### src/mabc_pkg.sv
// Package with the register map, field layout, area bounds and types of the bus-cycle control.
`default_nettype none
package mabc_pkg;
    localparam logic [11:0] OFF_MODE = 12'h000;
    localparam logic [11:0] OFF_WAIT = 12'h004;
    localparam logic [11:0] OFF_STAT = 12'h008;
    localparam logic [7:0] MODE_RST = 8'h04;
    localparam logic [7:0] MODE_WMASK = 8'h67;
    localparam logic [15:0] WAIT_RST = 16'h0000;
    localparam logic [15:0] WAIT_WMASK = 16'hC0FF;
    localparam int MODE_SIZE_LSB = 0;
    localparam int MODE_EXT16_BIT = 5;
    localparam int MODE_EXTEN_BIT = 6;
    localparam int AW_LO_BIT = 0;
    localparam int AW_HI_BIT = 1;
    localparam int ROM_WAIT_LSB = 2;
    localparam int EXT_WAIT_LSB = 4;
    localparam int SFR_WAIT_LSB = 6;
    localparam int HSF_INT_BIT = 14;
    localparam int HSF_EXT_BIT = 15;
    localparam logic [15:0] PRAM_LO = 16'hF700;
    localparam logic [15:0] PRAM_LO_SMALL = 16'hFC00;
    localparam logic [15:0] PRAM_HI = 16'hFDFF;
    localparam logic [15:0] MRAM_LO = 16'hFE00;
    localparam logic [15:0] MRAM_HI = 16'hFEFF;
    localparam logic [15:0] XSFR_LO = 16'hFFD0;
    localparam logic [15:0] XSFR_HI = 16'hFFDF;
    localparam logic [15:0] ISFR_LO = 16'hFF00;
    localparam logic [2:0] MAIN_RAM_CYCLES = 3'd2;
    localparam logic [2:0] ONE_CYCLE = 3'd1;
    localparam logic [2:0] SYNC_CYCLES = 3'd2;

    typedef enum logic [2:0] {
        AREA_ROM = 3'b000,
        AREA_PRAM = 3'b001,
        AREA_MRAM = 3'b010,
        AREA_XSFR = 3'b011,
        AREA_ISFR = 3'b100,
        AREA_EXT = 3'b101
    } mabc_area_t;

    typedef enum logic [1:0] {
        ST_IDLE = 2'b00,
        ST_ADDR = 2'b01,
        ST_AWAIT = 2'b10,
        ST_DATA = 2'b11
    } mabc_state_t;

    typedef struct packed {
        logic [15:0] addr;
        logic fetch;
        logic write;
        logic [15:0] wdata;
    } mabc_req_t;

    typedef struct packed {
        logic [15:0] rdata;
        logic fault;
    } mabc_resp_t;
endpackage
`default_nettype wire

### src/mabc_top.sv
// Bus-cycle control: area decode, fetch mode, wait insertion and external strobes.
`timescale 1ns/100ps
`default_nettype none
module mabc_top #(
    parameter bit SMALL_VARIANT = 1'b0
) (
    input wire logic CLK,
    input wire logic RST,
    input wire logic PSEL,
    input wire logic PENABLE,
    input wire logic PWRITE,
    input wire logic [11:0] PADDR,
    input wire logic [31:0] PWDATA,
    output logic [31:0] PRDATA,
    output logic PREADY,
    output logic PSLVERR,
    input wire logic REQ_VALID,
    input wire mabc_pkg::mabc_req_t REQ,
    output logic REQ_READY,
    output logic RESP_VALID,
    output mabc_pkg::mabc_resp_t RESP,
    output logic INT_SEL,
    output logic INT_WRITE,
    output logic [15:0] INT_ADDR,
    input wire logic [15:0] INT_RDATA,
    output logic [15:0] EXT_AD_O,
    output logic EXT_AD_OE_N,
    input wire logic [15:0] EXT_AD_I,
    output logic EXT_ASTB,
    output logic EXT_RD_N,
    output logic EXT_WR_N,
    output logic EXT_CTRL_OE_N,
    output logic EXT_WIDTH16,
    input wire logic WATCHDOG_TIMEOUT_IN,
    output logic WATCHDOG_TIMEOUT_OUT
);
    import mabc_pkg::*;

    logic [7:0] memory_expansion_mode_reg;
    logic [7:0] next_memory_expansion_mode_reg;
    logic [15:0] programmable_wait_ctrl_reg;
    logic [15:0] next_programmable_wait_ctrl_reg;
    logic [31:0] prdata_mux;
    logic apb_wr;
    logic hit;
    logic [15:0] ad_meta;
    logic [15:0] ad_sync;

    mabc_state_t state;
    mabc_state_t next_state;
    mabc_area_t area;
    mabc_area_t cur_area;
    mabc_area_t next_cur_area;
    logic [15:0] cur_addr;
    logic [15:0] next_cur_addr;
    logic cur_write;
    logic next_cur_write;
    logic [15:0] cur_wdata;
    logic [15:0] next_cur_wdata;
    logic [4:0] cnt;
    logic [4:0] next_cnt;
    logic resp_valid;
    logic next_resp_valid;
    mabc_resp_t resp;
    mabc_resp_t next_resp;
    logic fault_seen;
    logic next_fault_seen;

    logic [15:0] rom_top;
    logic [15:0] pram_lo;
    logic is_ext;
    logic hsf;
    logic aw;
    logic [1:0] waits;
    logic [2:0] base;
    logic refuse;
    logic [2:0] sync_pad;
    logic is_ext_cur;

    // The size field sets the top of internal ROM in 8K steps; zero means none.
    assign rom_top = {memory_expansion_mode_reg[MODE_SIZE_LSB +: 3], 13'h0000};
    assign pram_lo = SMALL_VARIANT ? PRAM_LO_SMALL : PRAM_LO;

    // Area decode of the requested address.
    always_comb begin
        if (REQ.addr >= MRAM_LO && REQ.addr <= MRAM_HI) begin
            area = AREA_MRAM;
        end else if (REQ.addr >= pram_lo && REQ.addr <= PRAM_HI) begin
            area = AREA_PRAM;
        end else if (REQ.addr >= XSFR_LO && REQ.addr <= XSFR_HI) begin
            area = AREA_XSFR;
        end else if (REQ.addr >= ISFR_LO) begin
            area = AREA_ISFR;
        end else if (REQ.addr < rom_top) begin
            area = AREA_ROM;
        end else begin
            area = AREA_EXT;
        end
    end

    // Per-area fetch mode, address wait, wait count and base data cycles.
    always_comb begin
        is_ext = 1'b0;
        hsf = 1'b0;
        aw = 1'b0;
        waits = 2'b00;
        base = ONE_CYCLE;
        refuse = 1'b0;
        sync_pad = 3'd0;
        case (area)
            AREA_ROM: begin
                hsf = REQ.fetch & programmable_wait_ctrl_reg[HSF_INT_BIT];
                aw = programmable_wait_ctrl_reg[AW_LO_BIT];
                waits = programmable_wait_ctrl_reg[ROM_WAIT_LSB +: 2];
            end
            AREA_PRAM: begin
                hsf = REQ.fetch;
            end
            AREA_MRAM: begin
                refuse = REQ.fetch;
                base = MAIN_RAM_CYCLES;
            end
            AREA_XSFR: begin
                is_ext = 1'b1;
                waits = programmable_wait_ctrl_reg[SFR_WAIT_LSB +: 2];
            end
            AREA_EXT: begin
                is_ext = 1'b1;
                hsf = REQ.fetch & programmable_wait_ctrl_reg[HSF_EXT_BIT];
                aw = programmable_wait_ctrl_reg[AW_HI_BIT];
                waits = programmable_wait_ctrl_reg[EXT_WAIT_LSB +: 2];
            end
            default: begin
                hsf = 1'b0;
            end
        endcase
        // External reads hold the strobe two more cycles so the synchronised pins carry data.
        if (is_ext & ~REQ.write) begin
            sync_pad = SYNC_CYCLES;
        end
    end

    // APB slave: zero-wait answer, error on unmapped offsets.
    assign PREADY = 1'b1;
    assign apb_wr = PSEL & PENABLE & PWRITE;
    assign hit = (PADDR == OFF_MODE) || (PADDR == OFF_WAIT) || (PADDR == OFF_STAT);
    assign PSLVERR = PSEL & PENABLE & ~hit;

    always_comb begin
        case (PADDR)
            OFF_MODE: prdata_mux = {24'h00_0000, memory_expansion_mode_reg};
            OFF_WAIT: prdata_mux = {16'h0000, programmable_wait_ctrl_reg};
            OFF_STAT: prdata_mux = {26'h000_0000, fault_seen, cur_area, state};
            default: prdata_mux = 32'h0000_0000;
        endcase
        PRDATA = (PSEL & PENABLE) ? prdata_mux : 32'h0000_0000;
    end

    always_comb begin
        next_memory_expansion_mode_reg = memory_expansion_mode_reg;
        next_programmable_wait_ctrl_reg = programmable_wait_ctrl_reg;
        if (apb_wr && PADDR == OFF_MODE) begin
            next_memory_expansion_mode_reg = PWDATA[7:0] & MODE_WMASK;
        end
        if (apb_wr && PADDR == OFF_WAIT) begin
            next_programmable_wait_ctrl_reg = PWDATA[15:0] & WAIT_WMASK;
        end
    end

    always_ff @(posedge CLK) begin
        if (RST) begin
            memory_expansion_mode_reg <= MODE_RST;
            programmable_wait_ctrl_reg <= WAIT_RST;
        end else begin
            memory_expansion_mode_reg <= next_memory_expansion_mode_reg;
            programmable_wait_ctrl_reg <= next_programmable_wait_ctrl_reg;
        end
    end

    always_ff @(posedge CLK) begin
        ad_meta <= EXT_AD_I;
        ad_sync <= ad_meta;
    end

    // Cycle sequencer: address phase, optional address wait, data phase with waits.
    assign REQ_READY = (state == ST_IDLE) & ~RST;

    always_comb begin
        next_state = state;
        next_cur_area = cur_area;
        next_cur_addr = cur_addr;
        next_cur_write = cur_write;
        next_cur_wdata = cur_wdata;
        next_cnt = cnt;
        next_resp_valid = 1'b0;
        next_resp = resp;
        next_fault_seen = fault_seen;
        case (state)
            ST_IDLE: begin
                if (REQ_VALID) begin
                    next_cur_area = area;
                    next_cur_addr = REQ.addr;
                    next_cur_write = REQ.write;
                    next_cur_wdata = REQ.wdata;
                    next_cnt = {2'b00, base} + {3'b000, waits} + {2'b00, sync_pad} - 5'd1;
                    if (refuse) begin
                        next_resp_valid = 1'b1;
                        next_resp = '{rdata: 16'h0000, fault: 1'b1};
                        next_fault_seen = 1'b1;
                    end else if (hsf) begin
                        next_state = aw ? ST_AWAIT : ST_DATA;
                    end else begin
                        next_state = ST_ADDR;
                    end
                    if (aw) begin
                        next_cnt[4] = 1'b1;
                    end
                end
            end
            ST_ADDR: begin
                next_state = cnt[4] ? ST_AWAIT : ST_DATA;
            end
            ST_AWAIT: begin
                next_cnt[4] = 1'b0;
                next_state = ST_DATA;
            end
            ST_DATA: begin
                next_cnt[4] = 1'b0;
                if (cnt[3:0] == 4'd0) begin
                    next_state = ST_IDLE;
                    next_resp_valid = 1'b1;
                    next_resp.fault = 1'b0;
                    next_resp.rdata = (cur_area == AREA_XSFR || cur_area == AREA_EXT)
                                      ? ad_sync : INT_RDATA;
                end else begin
                    next_cnt = cnt - 5'd1;
                end
            end
            default: begin
                next_state = ST_IDLE;
            end
        endcase
    end

    always_ff @(posedge CLK) begin
        if (RST) begin
            state <= ST_IDLE;
            cur_area <= AREA_ROM;
            cur_addr <= 16'h0000;
            cur_write <= 1'b0;
            cur_wdata <= 16'h0000;
            cnt <= 5'd0;
            resp_valid <= 1'b0;
            resp <= '0;
            fault_seen <= 1'b0;
        end else begin
            state <= next_state;
            cur_area <= next_cur_area;
            cur_addr <= next_cur_addr;
            cur_write <= next_cur_write;
            cur_wdata <= next_cur_wdata;
            cnt <= next_cnt;
            resp_valid <= next_resp_valid;
            resp <= next_resp;
            fault_seen <= next_fault_seen;
        end
    end

    assign RESP_VALID = resp_valid;
    assign RESP = resp;

    // Internal memory strobes and external bus pins.
    always_comb begin
        is_ext_cur = (cur_area == AREA_XSFR) || (cur_area == AREA_EXT);
        INT_SEL = (state == ST_DATA) & ~is_ext_cur;
        INT_WRITE = INT_SEL & cur_write;
        INT_ADDR = cur_addr;
        EXT_AD_O = (state == ST_DATA) ? cur_wdata : cur_addr;
        EXT_ASTB = (state == ST_ADDR) & is_ext_cur;
        EXT_RD_N = ~((state == ST_DATA) & is_ext_cur & ~cur_write);
        EXT_WR_N = ~((state == ST_DATA) & is_ext_cur & cur_write);
        EXT_WIDTH16 = is_ext_cur ? memory_expansion_mode_reg[MODE_EXT16_BIT] : 1'b1;
        EXT_CTRL_OE_N = RST | ~memory_expansion_mode_reg[MODE_EXTEN_BIT];
        EXT_AD_OE_N = RST | ~(is_ext_cur & ((state == ST_ADDR) | (state == ST_AWAIT)
                      | ((state == ST_DATA) & cur_write)));
        WATCHDOG_TIMEOUT_OUT = WATCHDOG_TIMEOUT_IN;
    end

    // Helper: cycles since acceptance and the expected length of the cycle.
    logic [5:0] age;
    logic [5:0] expect_len;
    always_ff @(posedge CLK) begin
        if (RST) begin
            age <= 6'd0;
            expect_len <= 6'd0;
        end else if (REQ_VALID & REQ_READY) begin
            age <= 6'd1;
            expect_len <= {3'b000, base} + {4'b0000, waits} + {5'b00000, aw}
                          + {5'b00000, ~hsf} + {3'b000, sync_pad};
        end else begin
            age <= age + 6'd1;
        end
    end

    AST_LENGTH: assert property (@(posedge CLK) disable iff (RST)
        RESP_VALID & ~RESP.fault |-> age == expect_len + 6'd1)
        else $error("Bus cycle length differs from the selected setting.");
    AST_AWAIT_ONE: assert property (@(posedge CLK) disable iff (RST)
        state == ST_AWAIT |=> state == ST_DATA)
        else $error("Address wait lasted more than one cycle.");
    AST_PRAM_FAST: assert property (@(posedge CLK) disable iff (RST)
        REQ_VALID & REQ_READY & area == AREA_PRAM & REQ.fetch
        |=> state == ST_DATA ##1 RESP_VALID)
        else $error("Peripheral RAM fetch was not single cycle.");
    AST_MRAM_REFUSE: assert property (@(posedge CLK) disable iff (RST)
        REQ_VALID & REQ_READY & area == AREA_MRAM & REQ.fetch
        |=> RESP_VALID & RESP.fault & state == ST_IDLE)
        else $error("Fetch from main RAM was not refused.");
    AST_MRAM_TWO: assert property (@(posedge CLK) disable iff (RST)
        REQ_VALID & REQ_READY & area == AREA_MRAM & ~REQ.fetch
        |=> state == ST_ADDR ##1 state == ST_DATA [*2] ##1 RESP_VALID)
        else $error("Main RAM access did not take two data cycles.");
    AST_MODE_ZERO: assert property (@(posedge CLK) disable iff (RST)
        (memory_expansion_mode_reg & ~MODE_WMASK) == 8'h00)
        else $error("Fixed mode bits are not zero.");
    AST_WAIT_ZERO: assert property (@(posedge CLK) disable iff (RST)
        programmable_wait_ctrl_reg[13:8] == 6'h00)
        else $error("Fixed wait-control bits are not zero.");
    AST_FLOAT: assert property (@(posedge CLK)
        RST |-> EXT_AD_OE_N & EXT_CTRL_OE_N)
        else $error("Pins driven during reset.");
    AST_SFR_WAITS: assert property (@(posedge CLK) disable iff (RST)
        state == ST_ADDR & cur_area == AREA_XSFR
        |-> cnt[3:0] == {2'b00, programmable_wait_ctrl_reg[SFR_WAIT_LSB +: 2]}
            + {1'b0, cur_write ? 3'd0 : SYNC_CYCLES})
        else $error("External register area waits not from bits 7 and 6.");
    AST_STROBE_HELD: assert property (@(posedge CLK) disable iff (RST)
        ~EXT_RD_N & cnt[3:0] != 4'd0 |=> ~EXT_RD_N)
        else $error("Read strobe released before waits ended.");
    AST_RESET_NORMAL: assert property (@(posedge CLK)
        $fell(RST) |-> programmable_wait_ctrl_reg[15:14] == 2'b00)
        else $error("Reset did not select normal fetch.");

    COV_EXT_WAIT: cover property (@(posedge CLK) disable iff (RST)
        state == ST_DATA & is_ext_cur & cnt[3:0] != 4'd0);
    COV_AWAIT: cover property (@(posedge CLK) disable iff (RST) state == ST_AWAIT);
    COV_FAULT: cover property (@(posedge CLK) disable iff (RST) RESP_VALID & RESP.fault);
    COV_ROM_READ: cover property (@(posedge CLK) disable iff (RST)
        RESP_VALID & cur_area == AREA_ROM);
endmodule
`default_nettype wire

### config.mk
export PLATFORM = sky130hd
export DESIGN_NAME = mabc_top
export DESIGN_NICKNAME = d
export VERILOG_FILES = /design/src/mabc_pkg.sv /design/src/mabc_top.sv
export SDC_FILE = /design/constraint.sdc
export NUM_CORES = 1
export LEC_CHECK = 0
export BUFFER_PORTS_ARGS = -buffer_cell sky130_fd_sc_hd__buf_2
export CORE_MARGIN = 2
export CORE_UTILIZATION = 30
export DETAILED_ROUTE_END_ITERATION = 8
export GPL_TIMING_DRIVEN = 0
export SLEW_MARGIN = 5
export SYNTH_ARGS = -nofsm -noshare
export SYNTH_HDL_FRONTEND = slang
export SYNTH_SLANG_ARGS = --single-unit
### constraint.sdc
create_clock -name CLK -period 2.33 [get_ports CLK]
set_clock_uncertainty 0.05 [all_clocks]
set_input_delay 0.233 -clock CLK [delete_from_list [all_inputs] [get_ports CLK]]
set_output_delay 0.233 -clock CLK [all_outputs]
set_load 0.01 [all_outputs]
# ---- Word level (Yosys, flattened, before mapping)
# Cells that the tools add are included.
dict set report word_totals {
  regBits 109
  inputBits 117
  output_inout_bits 94
  wordCells 129
}
dict set report op_classes {
  addsub 4
  n_lt_le_gt_ge 8
  eq_ne 16
  n_mux 37
  bitwise 28
  n_reduce_logical 21
}
# operator n
set op_table {}
lappend op_table {{16-bit >= comparator (second input constant)} 4}
lappend op_table {{17-bit two-way mux} 3}
lappend op_table {{16-bit <= comparator (second input constant)} 3}
lappend op_table {{16-bit one-hot mux with 3 select lines} 1}
lappend op_table {{17-bit one-hot mux with 2 select lines} 1}
lappend op_table {{16-bit two-way mux} 2}
lappend op_table {{32-bit two-way mux} 1}
lappend op_table {{16-bit less-than comparator} 1}
lappend op_table {{1-bit AND} 15}
lappend op_table {{3-bit two-way mux} 5}
lappend op_table {{12-bit by 3-bit equality test with 1-bit output (second input constant)} 1}
lappend op_table {{12-bit by 4-bit equality test with 1-bit output (second input constant)} 1}
lappend op_table {{12-bit logical NOT} 1}
lappend op_table {{2-bit two-way mux} 6}
lappend op_table {{5-bit two-way mux} 2}
lappend op_table {{2-bit != test (second input constant)} 5}
lappend op_table {{5-bit by 1-bit subtractor with 5-bit output (second input constant)} 2}
lappend op_table {{3-bit by 2-bit equality test with 1-bit output (second input constant)} 3}
lappend op_table {{1-bit two-way mux} 9}
lappend op_table {{1-bit NOT} 9}
lappend op_table {{3-bit AND reduction} 3}
lappend op_table {{2-bit one-hot mux with 4 select lines} 1}
lappend op_table {{4-bit one-hot mux with 2 select lines} 1}
lappend op_table {{3-bit equality test (second input constant)} 2}
lappend op_table {{other kinds (19)} 32}

# ---- Logic depth before layout (Yosys ltp)
dict set report logic_depth {
  depth_word 16
  mapped_depth 15
  ltp_nobuf 15
}

# ---- Worst setup path after synthesis
# No wires, ideal clock.
dict set report synth_path {
  kind {flip-flop to flip-flop}
  start {register memory_expansion_mode_reg[2]}
  end {register cnt[1]}
  setup_ns 0.070
  arrival_time_ns 2.440
  required_time_ns 2.210
  setup_slack_ns -0.231
  stages_incl_launch_ff 14
  path_buffers 0
  period_less_slack_ns 2.561
  path_cell_list {dfxtp_1 inv_1 ha_1 nand2_1 o21ai_2 mux2i_1 nor2_1 a21oi_1 ha_1 inv_1 fa_1 mux2i_1 or2_2 a21oi_1}
}
dict set report synth_between {
  elab_chain_len 15
  elab_cells_between_ends 21
  cone_classes {add/sub: 3; order compare: 1; eq/ne: 3; mux: 11; bitwise: 1; reduce/logical: 2}
}
# element line_no
set synth_rtl {}
lappend synth_rtl {{from (decl)} mabc_top.sv:39} ;# logic [7:0] memory_expansion_mode_reg;
lappend synth_rtl {{from (signal assigned)} mabc_top.sv:175} ;# memory_expansion_mode_reg <= next_memory_expansion_mode_reg;
lappend synth_rtl {{16-bit less-than comparator (*)} mabc_top.sv:94} ;# end else if (REQ.addr < rom_top) begin
lappend synth_rtl {{3-bit two-way mux (*)} mabc_top.sv:94}
lappend synth_rtl {{3-bit two-way mux (*)} mabc_top.sv:92} ;# end else if (REQ.addr >= ISFR_LO) begin
lappend synth_rtl {{3-bit two-way mux (*)} mabc_top.sv:90} ;# end else if (REQ.addr >= XSFR_LO && REQ.addr <= XSFR_HI) begin
lappend synth_rtl {{3-bit two-way mux (*)} mabc_top.sv:88} ;# end else if (REQ.addr >= pram_lo && REQ.addr <= PRAM_HI) begin
lappend synth_rtl {{3-bit two-way mux (*)} mabc_top.sv:86} ;# if (REQ.addr >= MRAM_LO && REQ.addr <= MRAM_HI) begin
lappend synth_rtl {{parallel branches: the longest is 5 deep, another holds 3-bit by 2-bit adder with 4-bit output} --}
lappend synth_rtl {{4-bit by 3-bit adder with 5-bit output (*)} mabc_top.sv:205} ;# next_cnt = {2'b00, base} + {3'b000, waits} + {2'b00, sync_pad} - 5'd1;
lappend synth_rtl {{5-bit by 1-bit subtractor with 5-bit output (*)} mabc_top.sv:205}
lappend synth_rtl {{5-bit two-way mux (*)} mabc_top.sv:200} ;# if (REQ_VALID) begin
lappend synth_rtl {{4-bit one-hot mux with 2 select lines (*)} mabc_top.sv:198} ;# case (state)
lappend synth_rtl {{to (signal assigned)} mabc_top.sv:262} ;# cnt <= next_cnt;
lappend synth_rtl {{to (decl)} mabc_top.sv:60} ;# logic [4:0] cnt;
# Every way passes the cells marked *. The select of a mux whose other input is x is not followed.
# A chain may end at the register's enable or synchronous reset.

# ---- Worst setup path in the final report
# Same ends and word-level chain as after synthesis.

==> flow_metrics.tcl <==
set metrics [dict create \
    p_switching_mw 1.83 \
    syn_area_per_cell_um2 8.87 \
    initial_core_util_pct 30.7 \
    seq_area_frac_synth_pct 44.8 \
    drt-total-wl_um 14100 \
    drt_iter0_drc 187 \
    ant_nets 0 \
    cp.required_ps 2580 \
    seqPwrFrac_pct 41.1 \
    ys_top_cells_by_count "dfxtp_1, nand2_1, a21oi_1" \
    placed_cells 949 \
    io_pins 211 \
    highest_layer "met4" \
    cp.arrival_ps 2960 \
    pwr-share-comb_pct 29.5 \
    cp-end-kind "flop" \
    swShare_pct 34.6 \
    slowest_delay_ps 540 \
    critPathKind "reg2reg" \
    vias_per_cell 4.50 \
    hold_class "in2reg" \
    power_density_nw_per_um2 790 \
    rsz0062_at_grt "true" \
    period_share_pct 116 \
    wl_per_cell_um 14.3 \
    port-buffer-count 163 \
    synth-seq-cells 109 \
    cts_tree "built" \
    wl_met3_um 1070 \
    antenna_cells 0 \
    yosysMostFrequentCell "dfxtp_1" \
    synth_edf_count 0 \
    stdcell_count 986 \
    met2WireLength_um 6180 \
    p_leak_nw 3.02 \
    vdd_drop_max_mv 0.357 \
    drive_above_1_share_pct 37.5 \
    max_freq_ghz 0.369 \
    synth_top_area_share_pct 44.8 \
    p_int_mw 3.47 \
    largest_register_ff_count 17 \
    insertion_delay_ps 360 \
    dieHeight_um 131 \
    slew_viol_final 0 \
    fin_nets 894 \
    final-setup-viol-count 3 \
    syn_area_um2 4870 \
    status "complete, but fails checks" \
    grt_pass1_vias 4340 \
    setup_ws_ps -378 \
    max_cap_violations 0 \
    grt_use_total_pct 16.4 \
    route.vias.total 4435 \
    power_mw 5.30 \
    path_clk_slew_ps 80 \
    layout_min_cycle_time_ps 2710 \
    row_count 46 \
    relSlewSlack_pct 61.9 \
    ctsRootBufferMaster "clkbuf_16" \
    grt_max_degree 22 \
    first_pass_iters 4 \
    gp_congestion 0.801 \
    pwr-share-clk_pct 29.4 \
    die-area_um2 17300 \
    drc_errors 0 \
    antenna_found_initial 0 \
    drt-met1-wl_um 6570 \
    synthArstFlopShare_pct 0 \
    tightestPinTransition_ps 572 \
    synth_area_leaders "dfxtp_1, mux2_2, a21oi_1" \
    ys_warn_count 0 \
    grt_first_pass_wirelength_um 22700 \
    violations "setup timing" \
    grt_overflow 0 \
    cts_buffers 9 \
    dpl.hpwl_um 10700 \
    finalHoldViolations 0 \
    critPathMaxFanout 3 \
    synth_cell_types 50 \
    syn_to_final_growth_pct 37.7 \
    ys.flop_type "dfxtp_1" \
    die_x_um 131 \
    slowest_stage "fa_2" \
    coreArea_um2 15900 \
    cts_sinks 109 \
    syn_inst 549 \
    cts_buffer_depth 2 \
    cp-start-kind "flop" \
    synth_top_cell_by_area "dfxtp_1" \
    htreeDepth 3 \
    path_cells "inv_4 -> ha_4 -> nand2_4 -> o21ai_4 -> mux2i_1 -> nor2_1 -> a21oi_2 -> ha_2 -> inv_2 -> fa_2 -> mux2i_1 -> or2_4 -> a21oi_2" \
]
[cells by family after synthesis]
group	share of synthesized area, %
AND/OR/NAND/NOR	20.1
flip-flops	44.8
AO/OA/AOI/OAI	11.7
buffers and inverters	7.45
multiplexers	12.2
adder cells (fa/ha/maj)	3.24
other	0.154
XOR/XNOR	0.360
[metal layers]
metal / track usage [%] / vias to the layer above
met4: 6.10 / 0
met3: 4.28 / 19
met2: 25.9 / 159
met5: 0 / -
li1: - / 2264
met1: 21.5 / 1993
[path summary, 6_finish.rpt]
| check | startpoint | to | slack, ps | cells after the start |
|---|---|---|---|---|
| max | memory_expansion_mode_reg[2]$_SDFFE_PP1P_ | cnt[1]$_SDFFE_PP0P_ | -380 | 13 |
| min | REQ[19] | INT_ADDR[1]$_SDFFE_PP0P_ | 50 | 3 |
| max reg2reg | memory_expansion_mode_reg[2]$_SDFFE_PP1P_ | cnt[1]$_SDFFE_PP0P_ | -380 | 13 |
| min reg2reg | ad_meta[3]$_DFF_P_ | ad_sync[3]$_DFF_P_ | 280 | 0 |
[cells in the final DEF (no fill, tap or decap), types with 4 or more instances in the layout]
master,synthesis,layout
a21oi_1,64,60
a22oi_1,4,4
and2_1,7,7
and3_1,5,5
buf_2,5,164
buf_4,25,32
buf_6,1,4
clkbuf_1,21,16
clkbuf_16,0,9
clkbuf_2,0,4
conb_1,2,23
dfxtp_1,109,105
dfxtp_2,0,4
dlygate4sd3_1,0,16
ha_1,11,6
inv_1,13,8
inv_2,0,4
mux2_2,35,35
mux2i_1,20,20
nand2_1,85,84
nand2b_1,21,21
nand3_1,22,22
nor2_1,35,35
nor2b_1,5,5
nor3_1,5,5
o211ai_1,4,4
o21ai_0,8,7
[power groups by stage]
stage	clock (mW)	combinational, mW	sequential (mW)
final	1.56	1.56	2.18
after detailed placement	0	1.47	2.21
after CTS	1.60	1.53	2.18
after global routing	1.67	1.75	2.21
after floorplan	0	0.959	2.19
after global placement	0	1.47	2.21
[worst max-delay path: cells and delay by family (launching register included)]
kind / cells / cell delay [ps]
AO/OA/AOI/OAI: 3 / 440
adder cells (fa/ha/maj): 3 / 1010
buffers and inverters: 2 / 90
flip-flops: 1 / 340
multiplexers: 2 / 320
AND/OR/NAND/NOR: 3 / 360
[what timing repair did]
action / 4_1_cts / 5_1_grt
buffers inserted: 3 / 2
pin swaps: 6 / 3
hold buffers: 16 / 0
cloned: 0 / 0
setup endpoints to repair: 45 / 56
endpoints found under the hold margin: 16 / 0
resized for setup: 30 / 17
[per-stage QoR]
| stage | cell area (um2) | TNS, ps | util, % | hold WS (ps) | setup WS (ps) |
|---|---|---|---|---|---|
| global route | 6710 | -1350 | 42.2 | 56.0 | -491 |
| detailed placement | 6070 | -4910 | 38.2 | 262 | -598 |
| floorplan | 4980 | -370 | - | 211 | -190 |
| global placement | 6070 | -5000 | 38.2 | 260 | -530 |
| CTS | 6650 | -748 | 41.8 | 38.7 | -347 |
| finish | 6710 | -887 | 42.2 | 49.6 | -378 |
[final cells by class]
cell class | instances | area [um2]
Fill cell | 1658 | 9180
Multi-Input combinational cell | 393 | 2530
Sequential cell | 109 | 2190
Timing Repair Buffer | 184 | 1020
Buffer | 55 | 348
Tap cell | 216 | 270
Clock buffer | 9 | 225
Clock inverter | 7 | 75.1
Inverter | 13 | 51.3
(Power assumes the default switching activity.)
